[src/hw/mgpwm_pkg.sv]
// Constants, types and helpers shared by the multi-generator PWM block
package mgpwm_pkg;

  // ==========================================================
  // Sizes
  localparam int unsigned NGEN = 3;
  localparam int unsigned NOUT = 6;
  localparam int unsigned CW = 16;
  localparam int unsigned NGEV = 6;
  localparam int unsigned NMIRQ = 4;

  // ==========================================================
  // Module register byte offsets
  localparam logic [11:0] OFS_CTRL = 12'h000;
  localparam logic [11:0] OFS_TBSYNC = 12'h004;
  localparam logic [11:0] OFS_UPDSYNC = 12'h008;
  localparam logic [11:0] OFS_OUTEN = 12'h00c;
  localparam logic [11:0] OFS_OUTINV = 12'h010;
  localparam logic [11:0] OFS_FKILL = 12'h014;
  localparam logic [11:0] OFS_INTEN = 12'h018;
  localparam logic [11:0] OFS_RIS = 12'h01c;
  localparam logic [11:0] OFS_MIS = 12'h020;
  localparam logic [11:0] OFS_GEN_BASE = 12'h040;
  localparam logic [11:0] OFS_GEN_END = 12'h0a0;

  // Generator register offsets inside a 32-byte window
  localparam logic [4:0] GOFS_PERIOD = 5'h00;
  localparam logic [4:0] GOFS_CMPA = 5'h04;
  localparam logic [4:0] GOFS_CMPB = 5'h08;
  localparam logic [4:0] GOFS_INTEN = 5'h0c;
  localparam logic [4:0] GOFS_RIS = 5'h10;
  localparam logic [4:0] GOFS_MIS = 5'h14;
  localparam logic [4:0] GOFS_COUNT = 5'h18;

  // ==========================================================
  // Field positions
  localparam int unsigned CTRL_RUN_LSB = 0;
  localparam int unsigned CTRL_UD_LSB = 3;
  localparam int unsigned CTRL_SYNC_LSB = 6;
  localparam int unsigned CTRL_W = 9;
  localparam int unsigned MIRQ_FAULT_BIT = 3;
  localparam int unsigned GEV_ZERO = 0;
  localparam int unsigned GEV_LOAD = 1;
  localparam int unsigned GEV_AU = 2;
  localparam int unsigned GEV_AD = 3;
  localparam int unsigned GEV_BU = 4;
  localparam int unsigned GEV_BD = 5;

  // ==========================================================
  // Reset values
  localparam logic [CW-1:0] PERIOD_RST = 16'h0000;
  localparam logic [CW-1:0] CMP_RST = 16'h0000;
  localparam logic [CTRL_W-1:0] CTRL_RST = 9'h000;
  localparam logic [NOUT-1:0] OUT_RST = 6'h00;

  typedef enum logic {
    MGPWM_DIR_DOWN = 1'b0,
    MGPWM_DIR_UP = 1'b1
  } mgpwm_dir_e;

  // Turning point of the counter for a given period and mode
  function automatic logic [CW-1:0] load_of(input logic [CW-1:0] per, input logic ud);
    if (per == '0) begin
      return '0;
    end
    return ud ? (per >> 1) : CW'(per - 16'h0001);
  endfunction : load_of

  // High portion of an output lasts w ticks
  // Up/down: rising side takes the odd tick of an odd width
  function automatic logic wave_of(input logic [CW-1:0] cnt, input logic [CW-1:0] load,
                                   input logic [CW-1:0] w, input logic ud, input logic up);
    logic [CW:0] sum;
    logic [CW:0] half_up;
    sum = {1'b0, cnt} + {1'b0, w};
    half_up = ({1'b0, w} + 17'h00001) >> 1;
    if (ud) begin
      return up ? ({1'b0, cnt} < half_up) : (cnt <= (w >> 1));
    end
    return sum > {1'b0, load};
  endfunction : wave_of

  // Generator index of an address in the generator windows
  function automatic logic [1:0] gen_of(input logic [11:0] addr);
    logic [11:0] rel;
    rel = addr - OFS_GEN_BASE;
    return rel[6:5];
  endfunction : gen_of

endpackage : mgpwm_pkg

[src/hw/mgpwm_top.sv]
// Multi-generator PWM block: APB registers, interrupts, output stage
//
// Local design decisions: the APB register port and the register offsets.
`timescale 1ns/1ps
// Contract
// - Period equals ticks between successive counter-zero events; in up/down mode an odd period gives one tick less.
// - Period read returns the latest programmed value.
// - A newer write replaces an older pending value.
// - Pulse-width read returns the programmed compare value.
// - Pulse width sets the length of the high portion in ticks.
// - Module interrupt enable: one bit per generator plus fault.
// - Raw and masked module status views, three generators plus fault.
// - Fault-kill outputs go inactive while a fault is active.
// - Outputs without fault-kill keep their waveform during faults.
// - Inversion set makes the output active low.
// - Inversion clear passes the waveform unchanged, active high.
// - Enabled outputs drive the waveform, disabled ones stay inactive.
// - Time-base sync zeroes all selected generator counters together.
// - Update sync applies queued changes at each selected generator's next zero.
// - Count-down mode left-aligned, up/down mode centre-aligned.
// - Sync mode waits for sync event; changes only apply at zero.
// - Writing one to a generator status bit clears that source.
module mgpwm_top (
  input wire logic pclk,
  input wire logic presetn,
  input wire logic [11:0] paddr,
  input wire logic psel,
  input wire logic penable,
  input wire logic pwrite,
  input wire logic [31:0] pwdata,
  output logic [31:0] prdata,
  output logic pready,
  output logic pslverr,
  input wire logic fault_in,
  output logic [mgpwm_pkg::NOUT-1:0] pwm_out,
  output logic irq
);
  import mgpwm_pkg::*;

  // ==========================================================
  // Fault input synchroniser
  logic fault_m_q, fault_s_q;

  always_ff @(posedge pclk or negedge presetn) begin
    if (!presetn) begin
      fault_m_q <= 1'b0;
      fault_s_q <= 1'b0;
    end else begin
      fault_m_q <= fault_in;
      fault_s_q <= fault_m_q;
    end
  end

  // ==========================================================
  // APB decode
  wire setup = psel & ~penable;
  wire wr = psel & penable & pwrite;
  wire hit_ctrl = (paddr == OFS_CTRL);
  wire hit_tbsync = (paddr == OFS_TBSYNC);
  wire hit_updsync = (paddr == OFS_UPDSYNC);
  wire hit_outen = (paddr == OFS_OUTEN);
  wire hit_outinv = (paddr == OFS_OUTINV);
  wire hit_fkill = (paddr == OFS_FKILL);
  wire hit_inten = (paddr == OFS_INTEN);
  wire hit_ris = (paddr == OFS_RIS);
  wire hit_mis = (paddr == OFS_MIS);
  wire [1:0] gidx = gen_of(paddr);
  wire [4:0] goff = paddr[4:0];
  wire gen_win = (paddr >= OFS_GEN_BASE) & (paddr < OFS_GEN_END);
  wire goff_ok = (goff == GOFS_PERIOD) | (goff == GOFS_CMPA) | (goff == GOFS_CMPB) |
                 (goff == GOFS_INTEN) | (goff == GOFS_RIS) | (goff == GOFS_MIS) |
                 (goff == GOFS_COUNT);
  wire gen_hit = gen_win & goff_ok;
  wire mapped = hit_ctrl | hit_tbsync | hit_updsync | hit_outen | hit_outinv | hit_fkill |
                hit_inten | hit_ris | hit_mis | gen_hit;
  wire gwr = wr & gen_hit;

  // ==========================================================
  // Control registers
  logic [CTRL_W-1:0] ctrl_q;
  logic [NOUT-1:0] outen_q, outinv_q, fkill_q;
  logic [NMIRQ-1:0] inten_q;
  logic fault_st_q;
  logic [NGEV-1:0] gien_q [NGEN];
  logic [NGEV-1:0] gris_q [NGEN];
  logic [31:0] prdata_q;
  logic [NOUT-1:0] pwm_q;

  wire [NGEN-1:0] run = ctrl_q[CTRL_RUN_LSB +: NGEN];
  wire [NGEN-1:0] ud = ctrl_q[CTRL_UD_LSB +: NGEN];
  wire [NGEN-1:0] sm = ctrl_q[CTRL_SYNC_LSB +: NGEN];
  wire [NGEN-1:0] tb_sync = (wr & hit_tbsync) ? pwdata[NGEN-1:0] : '0;
  wire [NGEN-1:0] upd_sync = (wr & hit_updsync) ? pwdata[NGEN-1:0] : '0;

  // ==========================================================
  // Generators
  logic [CW-1:0] per_prog [NGEN];
  logic [CW-1:0] ca_prog [NGEN];
  logic [CW-1:0] cb_prog [NGEN];
  logic [CW-1:0] gcount [NGEN];
  logic [NGEV-1:0] gev [NGEN];
  logic [NOUT-1:0] raw;
  logic [NGEN-1:0] gen_any;

  for (genvar g = 0; g < NGEN; g++) begin : g_gen
    wire sel = gwr & (gidx == 2'(g));
    mgpwm_gen u_gen (
      .pclk(pclk),
      .presetn(presetn),
      .run(run[g]),
      .updown(ud[g]),
      .sync_mode(sm[g]),
      .period_wr(sel & (goff == GOFS_PERIOD)),
      .cmpa_wr(sel & (goff == GOFS_CMPA)),
      .cmpb_wr(sel & (goff == GOFS_CMPB)),
      .wdata(pwdata[CW-1:0]),
      .tb_sync(tb_sync[g]),
      .upd_sync(upd_sync[g]),
      .period_prog(per_prog[g]),
      .cmpa_prog(ca_prog[g]),
      .cmpb_prog(cb_prog[g]),
      .count(gcount[g]),
      .pwm_a(raw[2*g]),
      .pwm_b(raw[2*g+1]),
      .events(gev[g])
    );
    wire [NGEV-1:0] gclr = (sel & (goff == GOFS_RIS)) ? pwdata[NGEV-1:0] : '0;

    always_ff @(posedge pclk or negedge presetn) begin
      if (!presetn) begin
        gien_q[g] <= '0;
        gris_q[g] <= '0;
      end else begin
        if (sel & (goff == GOFS_INTEN)) gien_q[g] <= pwdata[NGEV-1:0];
        gris_q[g] <= gev[g] | (gris_q[g] & ~gclr);
      end
    end
    assign gen_any[g] = |(gris_q[g] & gien_q[g]);
  end

  // ==========================================================
  // Module interrupts
  wire fault_clr = wr & hit_ris & pwdata[MIRQ_FAULT_BIT];
  wire [NMIRQ-1:0] ris = {fault_st_q, gen_any};
  wire [NMIRQ-1:0] mis = ris & inten_q;

  // ==========================================================
  // Output stage
  wire [NOUT-1:0] killed = fkill_q & {NOUT{fault_s_q}};
  wire [NOUT-1:0] live = outen_q & ~killed;
  wire [NOUT-1:0] wave_d = ((raw ^ outinv_q) & live) | (outinv_q & ~live);

  always_ff @(posedge pclk or negedge presetn) begin
    if (!presetn) begin
      ctrl_q <= CTRL_RST;
      outen_q <= OUT_RST;
      outinv_q <= OUT_RST;
      fkill_q <= OUT_RST;
      inten_q <= '0;
      fault_st_q <= 1'b0;
      pwm_q <= OUT_RST;
    end else begin
      if (wr & hit_ctrl) ctrl_q <= pwdata[CTRL_W-1:0];
      if (wr & hit_outen) outen_q <= pwdata[NOUT-1:0];
      if (wr & hit_outinv) outinv_q <= pwdata[NOUT-1:0];
      if (wr & hit_fkill) fkill_q <= pwdata[NOUT-1:0];
      if (wr & hit_inten) inten_q <= pwdata[NMIRQ-1:0];
      fault_st_q <= fault_s_q | (fault_st_q & ~fault_clr);
      pwm_q <= wave_d;
    end
  end

  // ==========================================================
  // Read path
  wire [1:0] gi = gen_hit ? gidx : 2'h0;
  wire [31:0] grd = (goff == GOFS_PERIOD) ? {16'h0000, per_prog[gi]} :
                    (goff == GOFS_CMPA) ? {16'h0000, ca_prog[gi]} :
                    (goff == GOFS_CMPB) ? {16'h0000, cb_prog[gi]} :
                    (goff == GOFS_INTEN) ? {26'h0, gien_q[gi]} :
                    (goff == GOFS_RIS) ? {26'h0, gris_q[gi]} :
                    (goff == GOFS_MIS) ? {26'h0, gris_q[gi] & gien_q[gi]} :
                    (goff == GOFS_COUNT) ? {16'h0000, gcount[gi]} : 32'h0;
  wire [31:0] rd_val = hit_ctrl ? {23'h0, ctrl_q} :
                       hit_outen ? {26'h0, outen_q} :
                       hit_outinv ? {26'h0, outinv_q} :
                       hit_fkill ? {26'h0, fkill_q} :
                       hit_inten ? {28'h0, inten_q} :
                       hit_ris ? {28'h0, ris} :
                       hit_mis ? {28'h0, mis} :
                       gen_hit ? grd : 32'h0;

  always_ff @(posedge pclk or negedge presetn) begin
    if (!presetn) begin
      prdata_q <= 32'h0;
    end else if (setup) begin
      prdata_q <= rd_val;
    end
  end

  assign prdata = prdata_q;
  assign pready = 1'b1;
  assign pslverr = psel & penable & ~mapped;
  assign pwm_out = pwm_q;
  assign irq = |mis;
endmodule : mgpwm_top

[src/hw/mgpwm_gen.sv]
// One PWM generator: counter, queued parameters, two compare outputs
`timescale 1ns/1ps
module mgpwm_gen (
  input wire logic pclk,
  input wire logic presetn,
  input wire logic run,
  input wire logic updown,
  input wire logic sync_mode,
  input wire logic period_wr,
  input wire logic cmpa_wr,
  input wire logic cmpb_wr,
  input wire logic [mgpwm_pkg::CW-1:0] wdata,
  input wire logic tb_sync,
  input wire logic upd_sync,
  output logic [mgpwm_pkg::CW-1:0] period_prog,
  output logic [mgpwm_pkg::CW-1:0] cmpa_prog,
  output logic [mgpwm_pkg::CW-1:0] cmpb_prog,
  output logic [mgpwm_pkg::CW-1:0] count,
  output logic pwm_a,
  output logic pwm_b,
  output logic [mgpwm_pkg::NGEV-1:0] events
);
  import mgpwm_pkg::*;

  logic [CW-1:0] cnt_q, cnt_d;
  mgpwm_dir_e dir_q, dir_d;
  logic [CW-1:0] per_act_q, ca_act_q, cb_act_q;
  logic [CW-1:0] per_prog_q, ca_prog_q, cb_prog_q;
  logic pend_q, armed_q, a_q, b_q;

  // ==========================================================
  // Counter
  wire [CW-1:0] load_val = load_of(per_act_q, updown);
  wire at_zero = (cnt_q == '0);
  wire up_eff = (dir_q == MGPWM_DIR_UP) | at_zero;
  wire [CW-1:0] cnt_inc = CW'(cnt_q + 16'h0001);
  wire [CW-1:0] cnt_dec = CW'(cnt_q - 16'h0001);
  wire [CW-1:0] ud_next = (load_val == '0) ? '0 : (up_eff ? cnt_inc : cnt_dec);
  wire [CW-1:0] dn_next = at_zero ? load_val : cnt_dec;

  always_comb begin
    cnt_d = cnt_q;
    dir_d = dir_q;
    if (tb_sync) begin
      cnt_d = '0;
      dir_d = MGPWM_DIR_UP;
    end else if (run && updown) begin
      cnt_d = ud_next;
      if (up_eff) begin
        dir_d = (cnt_inc >= load_val) ? MGPWM_DIR_DOWN : MGPWM_DIR_UP;
      end else begin
        dir_d = (cnt_dec == '0) ? MGPWM_DIR_UP : MGPWM_DIR_DOWN;
      end
    end else if (run) begin
      cnt_d = dn_next;
      dir_d = MGPWM_DIR_DOWN;
    end
  end

  // ==========================================================
  // Queued parameters
  wire any_wr = period_wr | cmpa_wr | cmpb_wr;
  wire apply = run & at_zero & pend_q & (~sync_mode | armed_q);

  always_ff @(posedge pclk or negedge presetn) begin
    if (!presetn) begin
      cnt_q <= '0;
      dir_q <= MGPWM_DIR_UP;
      per_prog_q <= PERIOD_RST;
      ca_prog_q <= CMP_RST;
      cb_prog_q <= CMP_RST;
      per_act_q <= PERIOD_RST;
      ca_act_q <= CMP_RST;
      cb_act_q <= CMP_RST;
      pend_q <= 1'b0;
      armed_q <= 1'b0;
      a_q <= 1'b0;
      b_q <= 1'b0;
    end else begin
      cnt_q <= cnt_d;
      dir_q <= dir_d;
      // Newest write replaces any older pending value
      if (period_wr) per_prog_q <= wdata;
      if (cmpa_wr) ca_prog_q <= wdata;
      if (cmpb_wr) cb_prog_q <= wdata;
      if (apply) begin
        per_act_q <= per_prog_q;
        ca_act_q <= ca_prog_q;
        cb_act_q <= cb_prog_q;
      end
      // A write in the apply cycle stays pending for the next zero
      pend_q <= any_wr | (pend_q & ~apply);
      armed_q <= upd_sync | (armed_q & ~apply);
      a_q <= run & wave_of(cnt_q, load_val, ca_act_q, updown, up_eff);
      b_q <= run & wave_of(cnt_q, load_val, cb_act_q, updown, up_eff);
    end
  end

  // ==========================================================
  // Outputs
  assign period_prog = per_prog_q;
  assign cmpa_prog = ca_prog_q;
  assign cmpb_prog = cb_prog_q;
  assign count = cnt_q;
  assign pwm_a = a_q;
  assign pwm_b = b_q;
  assign events[GEV_ZERO] = run & at_zero;
  assign events[GEV_LOAD] = run & (cnt_q == load_val);
  assign events[GEV_AU] = run & (cnt_q == ca_act_q) & up_eff;
  assign events[GEV_AD] = run & (cnt_q == ca_act_q) & ~up_eff;
  assign events[GEV_BU] = run & (cnt_q == cb_act_q) & up_eff;
  assign events[GEV_BD] = run & (cnt_q == cb_act_q) & ~up_eff;
endmodule : mgpwm_gen

[config.mk]
export PLATFORM = sky130hd
export DESIGN_NAME = mgpwm_top
export DESIGN_NICKNAME = d
export VERILOG_FILES = /design/src/hw/mgpwm_pkg.sv /design/src/hw/mgpwm_top.sv /design/src/hw/mgpwm_gen.sv
export SDC_FILE = /design/constraint.sdc
export NUM_CORES = 2
export LEC_CHECK = 0
export BUFFER_PORTS_ARGS = -buffer_cell sky130_fd_sc_hd__buf_2
export CORE_ASPECT_RATIO = 2
export CORE_MARGIN = 2
export CORE_UTILIZATION = 40
export CTS_CLUSTER_SIZE = 40
export DETAILED_ROUTE_END_ITERATION = 16
export GPL_TIMING_DRIVEN = 0
export SLEW_MARGIN = 20
export SYNTH_ARGS = -nofsm -noshare
export SYNTH_HDL_FRONTEND = slang
export SYNTH_SLANG_ARGS = --single-unit
[constraint.sdc]
create_clock -name pclk -period 5.2 [get_ports pclk]
set_clock_uncertainty 0.05 [all_clocks]
set_input_delay 0 -clock pclk [delete_from_list [all_inputs] [get_ports pclk]]
set_output_delay 0 -clock pclk [all_outputs]
set_load 0.05 [all_outputs]
==> flow_metrics.env <==
export IMPL_wl_per_cell_um=30.3
export IMPL_grt_overflow=0
export IMPL_finalHoldViolations=0
export IMPL_yosysSeqAreaShare_pct=28.6
export IMPL_cp_arrival_ns=5.42
export IMPL_synth_area_um2=38800
export IMPL_coreArea_um2=96100
export IMPL_routabilityCongestion=1.02
export IMPL_dr_pass1_iters=7
export IMPL_drc=0
export IMPL_routed_wl_mm=179
export IMPL_end_kind="flop"
export IMPL_clk_path_buf_depth=3
export IMPL_area_growth_synth_to_final_pct=10.4
export IMPL_antenna_left=0
export IMPL_cts_tree="done"
export IMPL_start_util_pct=40.3
export IMPL_setup_tns_ns=0
export IMPL_avgSynthCellArea_um2=8.61
export IMPL_rows=161
export IMPL_ios=91
export IMPL_post_cts_buffers=0
export IMPL_grt_start_max_net_pins=98
export IMPL_postPlaceCellArea_um2=40900
export IMPL_antenna_found_initial=17
export IMPL_relSlewSlack_pct=12.8
export IMPL_synth_edf_count=0
export IMPL_fin_crit_sh_pct=96.4
export IMPL_power_leakage_nw=19.1
export IMPL_cts_made_buffers=43
export IMPL_critical_path_max_fanout=10
export IMPL_fp_dieW_um=224
export IMPL_synthesis_instances=4501
export IMPL_fin_nets=5154
export IMPL_clock_root_buffer="clkbuf_16"
export IMPL_p_total_mw=7.72
export IMPL_fin_util_pct=44.5
export IMPL_htree_levels=2
export IMPL_synth_top_cell_area_share_pct=28.4
export IMPL_status="completed"
export IMPL_viasPerCell=6.39
export IMPL_clkSlewWorstSetupHoldPaths_ns=0.08
export IMPL_routed_via_count=37800
export IMPL_max_cap_violations=0
export IMPL_grt_pass1_vias=38100
export IMPL_ys_ff_latch=443
export IMPL_period_minus_slack_ns=5.02
export IMPL_synthDistinctLibCells=103
export IMPL_grt_usage_pct=35.7
export IMPL_io_buffers=53
export IMPL_powerDensity_nw_per_um2=181
export IMPL_final_cell_area_um2=42800
export IMPL_grt_pass1_wl_mm=257
export IMPL_fp_dieH_um=444
export IMPL_dieArea_um2=99600
export IMPL_maxSlewViolCount=0
export IMPL_synth_flop_cell="dfrtp_1"
export IMPL_critical_path_startpoint_type="flop"
export IMPL_ir_drop_uv=259
export IMPL_placed_cells=5806
export IMPL_drive_above_1_share_pct=11.2
export IMPL_crit_required_ns=5.61
export IMPL_timing_fmax_mhz=199
export IMPL_path_class="reg2reg"
export IMPL_synthArstFlopShare_pct=100
export IMPL_insertion_delay_ns=0.64
export IMPL_layout_common_cells="466 x nand2_1, 444 x ha_1, 438 x dfrtp_1"
export IMPL_tightest_slew_ns=1.30
export IMPL_finalNonFillerCells=5916
export IMPL_hp_class="in2reg"
export IMPL_layout_commonest_cell="nand2_1"
export IMPL_clock_sinks=443
export IMPL_ys_warn_count=0
export IMPL_synth_top_cell_by_area="dfrtp_1"
export IMPL_rsz0062_at_grt="no"
export IMPL_initialDrtViolationCount=3016
export IMPL_synth_top_cells_by_area="dfrtp_1 28%, ha_1 14%, mux2_2 6.4%"
export IMPL_dp_hpwl_mm=142
export IMPL_setup_viol_count_final=0
[what timing repair did]
action | CTS | global route
resized for setup | 9 | 18
hold endpoints to repair | 213 | 0
setup endpoints to repair | 7 | 7
hold buffers | 22 | 0
[sequential cells by signal (all words and copies together), names as in the netlist, 9 cells and up]
signal,count
g_gen.u_gen.per_act_q,48
gris_q,18
gien_q,18
g_gen.u_gen.ca_act_q,48
prdata,16
g_gen.u_gen.cmpa_prog,48
ctrl_q,9
g_gen.u_gen.period_prog,48
g_gen.u_gen.count,48
g_gen.u_gen.cmpb_prog,48
g_gen.u_gen.cb_act_q,48
[stage by stage]
stage	hold WS, ns	setup WS, ns
floorplan	-0.346	1.27
global placement	0.0590	-5.47
detailed placement	-0.0919	-0.429
CTS	0.0386	0.0146
global route	0.102	0.000885
finish	0.0819	0.185
[cell families after synthesis]
| kind of cell | share of synthesized area, % |
|---|---|
| flops | 28.6 |
| simple gates | 18.7 |
| buf+inv | 4.49 |
| compound gates | 19.4 |
| fa+ha+maj | 14.6 |
| other cells | 0.0194 |
| mux | 7.42 |
| xor+xnor | 6.73 |
[cell usage after synthesis, drive strengths merged, types with 48 or more instances]
cell,number
ha,444
nor4,58
nor3,118
nand4,81
mux2,219
a21o,79
nor2,285
clkbuf,163
and3,48
nand2b,52
xnor2,243
a21oi,221
nand3,165
inv,184
nand2,466
dfrtp,440
xor2,55
o21ai,401
a211oi,65
buf,79
[final cells by class]
cell class	instances	area, um^2
Fill cell	9674	53300
Antenna cell	7	17.5
Clock inverter	28	348
Buffer	242	1060
Clock buffer	50	1150
Timing Repair Buffer	93	749
Sequential cell	443	11100
Inverter	185	698
Tap cell	1222	1530
Multi-Input combinational cell	3646	26100
[worst paths after layout]
check	to	cells after the start	slack (ns)	startpoint
max	g_gen[1].u_gen.pwm_a$_DFF_PN0_	15	0.18	ctrl_q[4]$_DFFE_PN0P_
min	prdata[1]$_DFFE_PN0P_	4	0.08	paddr[7]
max reg2reg	g_gen[1].u_gen.pwm_a$_DFF_PN0_	15	0.18	ctrl_q[4]$_DFFE_PN0P_
min reg2reg	fault_s_q$_DFF_PN0_	0	0.30	fault_m_q$_DFF_PN0_
max in group asynchronous	g_gen[1].u_gen.pwm_b$_DFF_PN0_	7	2.97	presetn
min in group asynchronous	g_gen[0].u_gen.dir_q$_DFFE_PN1P_	3	0.44	presetn
[metal layers]
metal | GRT usage, % | vias up | routed length (um)
li1 | - | 16800 | -
met1 | 32.9 | 18300 | 56000
met2 | 64.0 | 1781 | 90300
met3 | 5.61 | 895 | 9650
met4 | 37.6 | 12 | 22900
met5 | 0 | - | 86
[critical path, cell delays in order, from the launching register on]
cell      delay [ns]
dfrtp_1         0.32
clkbuf_1        0.32
clkbuf_1        0.49
buf_2           0.41
clkbuf_2        0.48
a21oi_1         0.15
nor2_1          0.47
ha_1            0.29
nor2b_1         0.06
o21a_1          0.16
o21ai_0         0.16
a211oi_1        0.12
o311a_1         0.37
o41a_1          0.33
a2111o_1        0.40
o311a_1         0.24
[power by group]
group / switching [mW] / total [mW] / leakage, nW / internal [mW]
clock: 1.63 / 3.50 / 0.724 / 1.87
combinational: 0.502 / 0.732 / 12.3 / 0.230
sequential: 0.0356 / 3.49 / 6.03 / 3.45
Power figures use the tool's default switching activity.
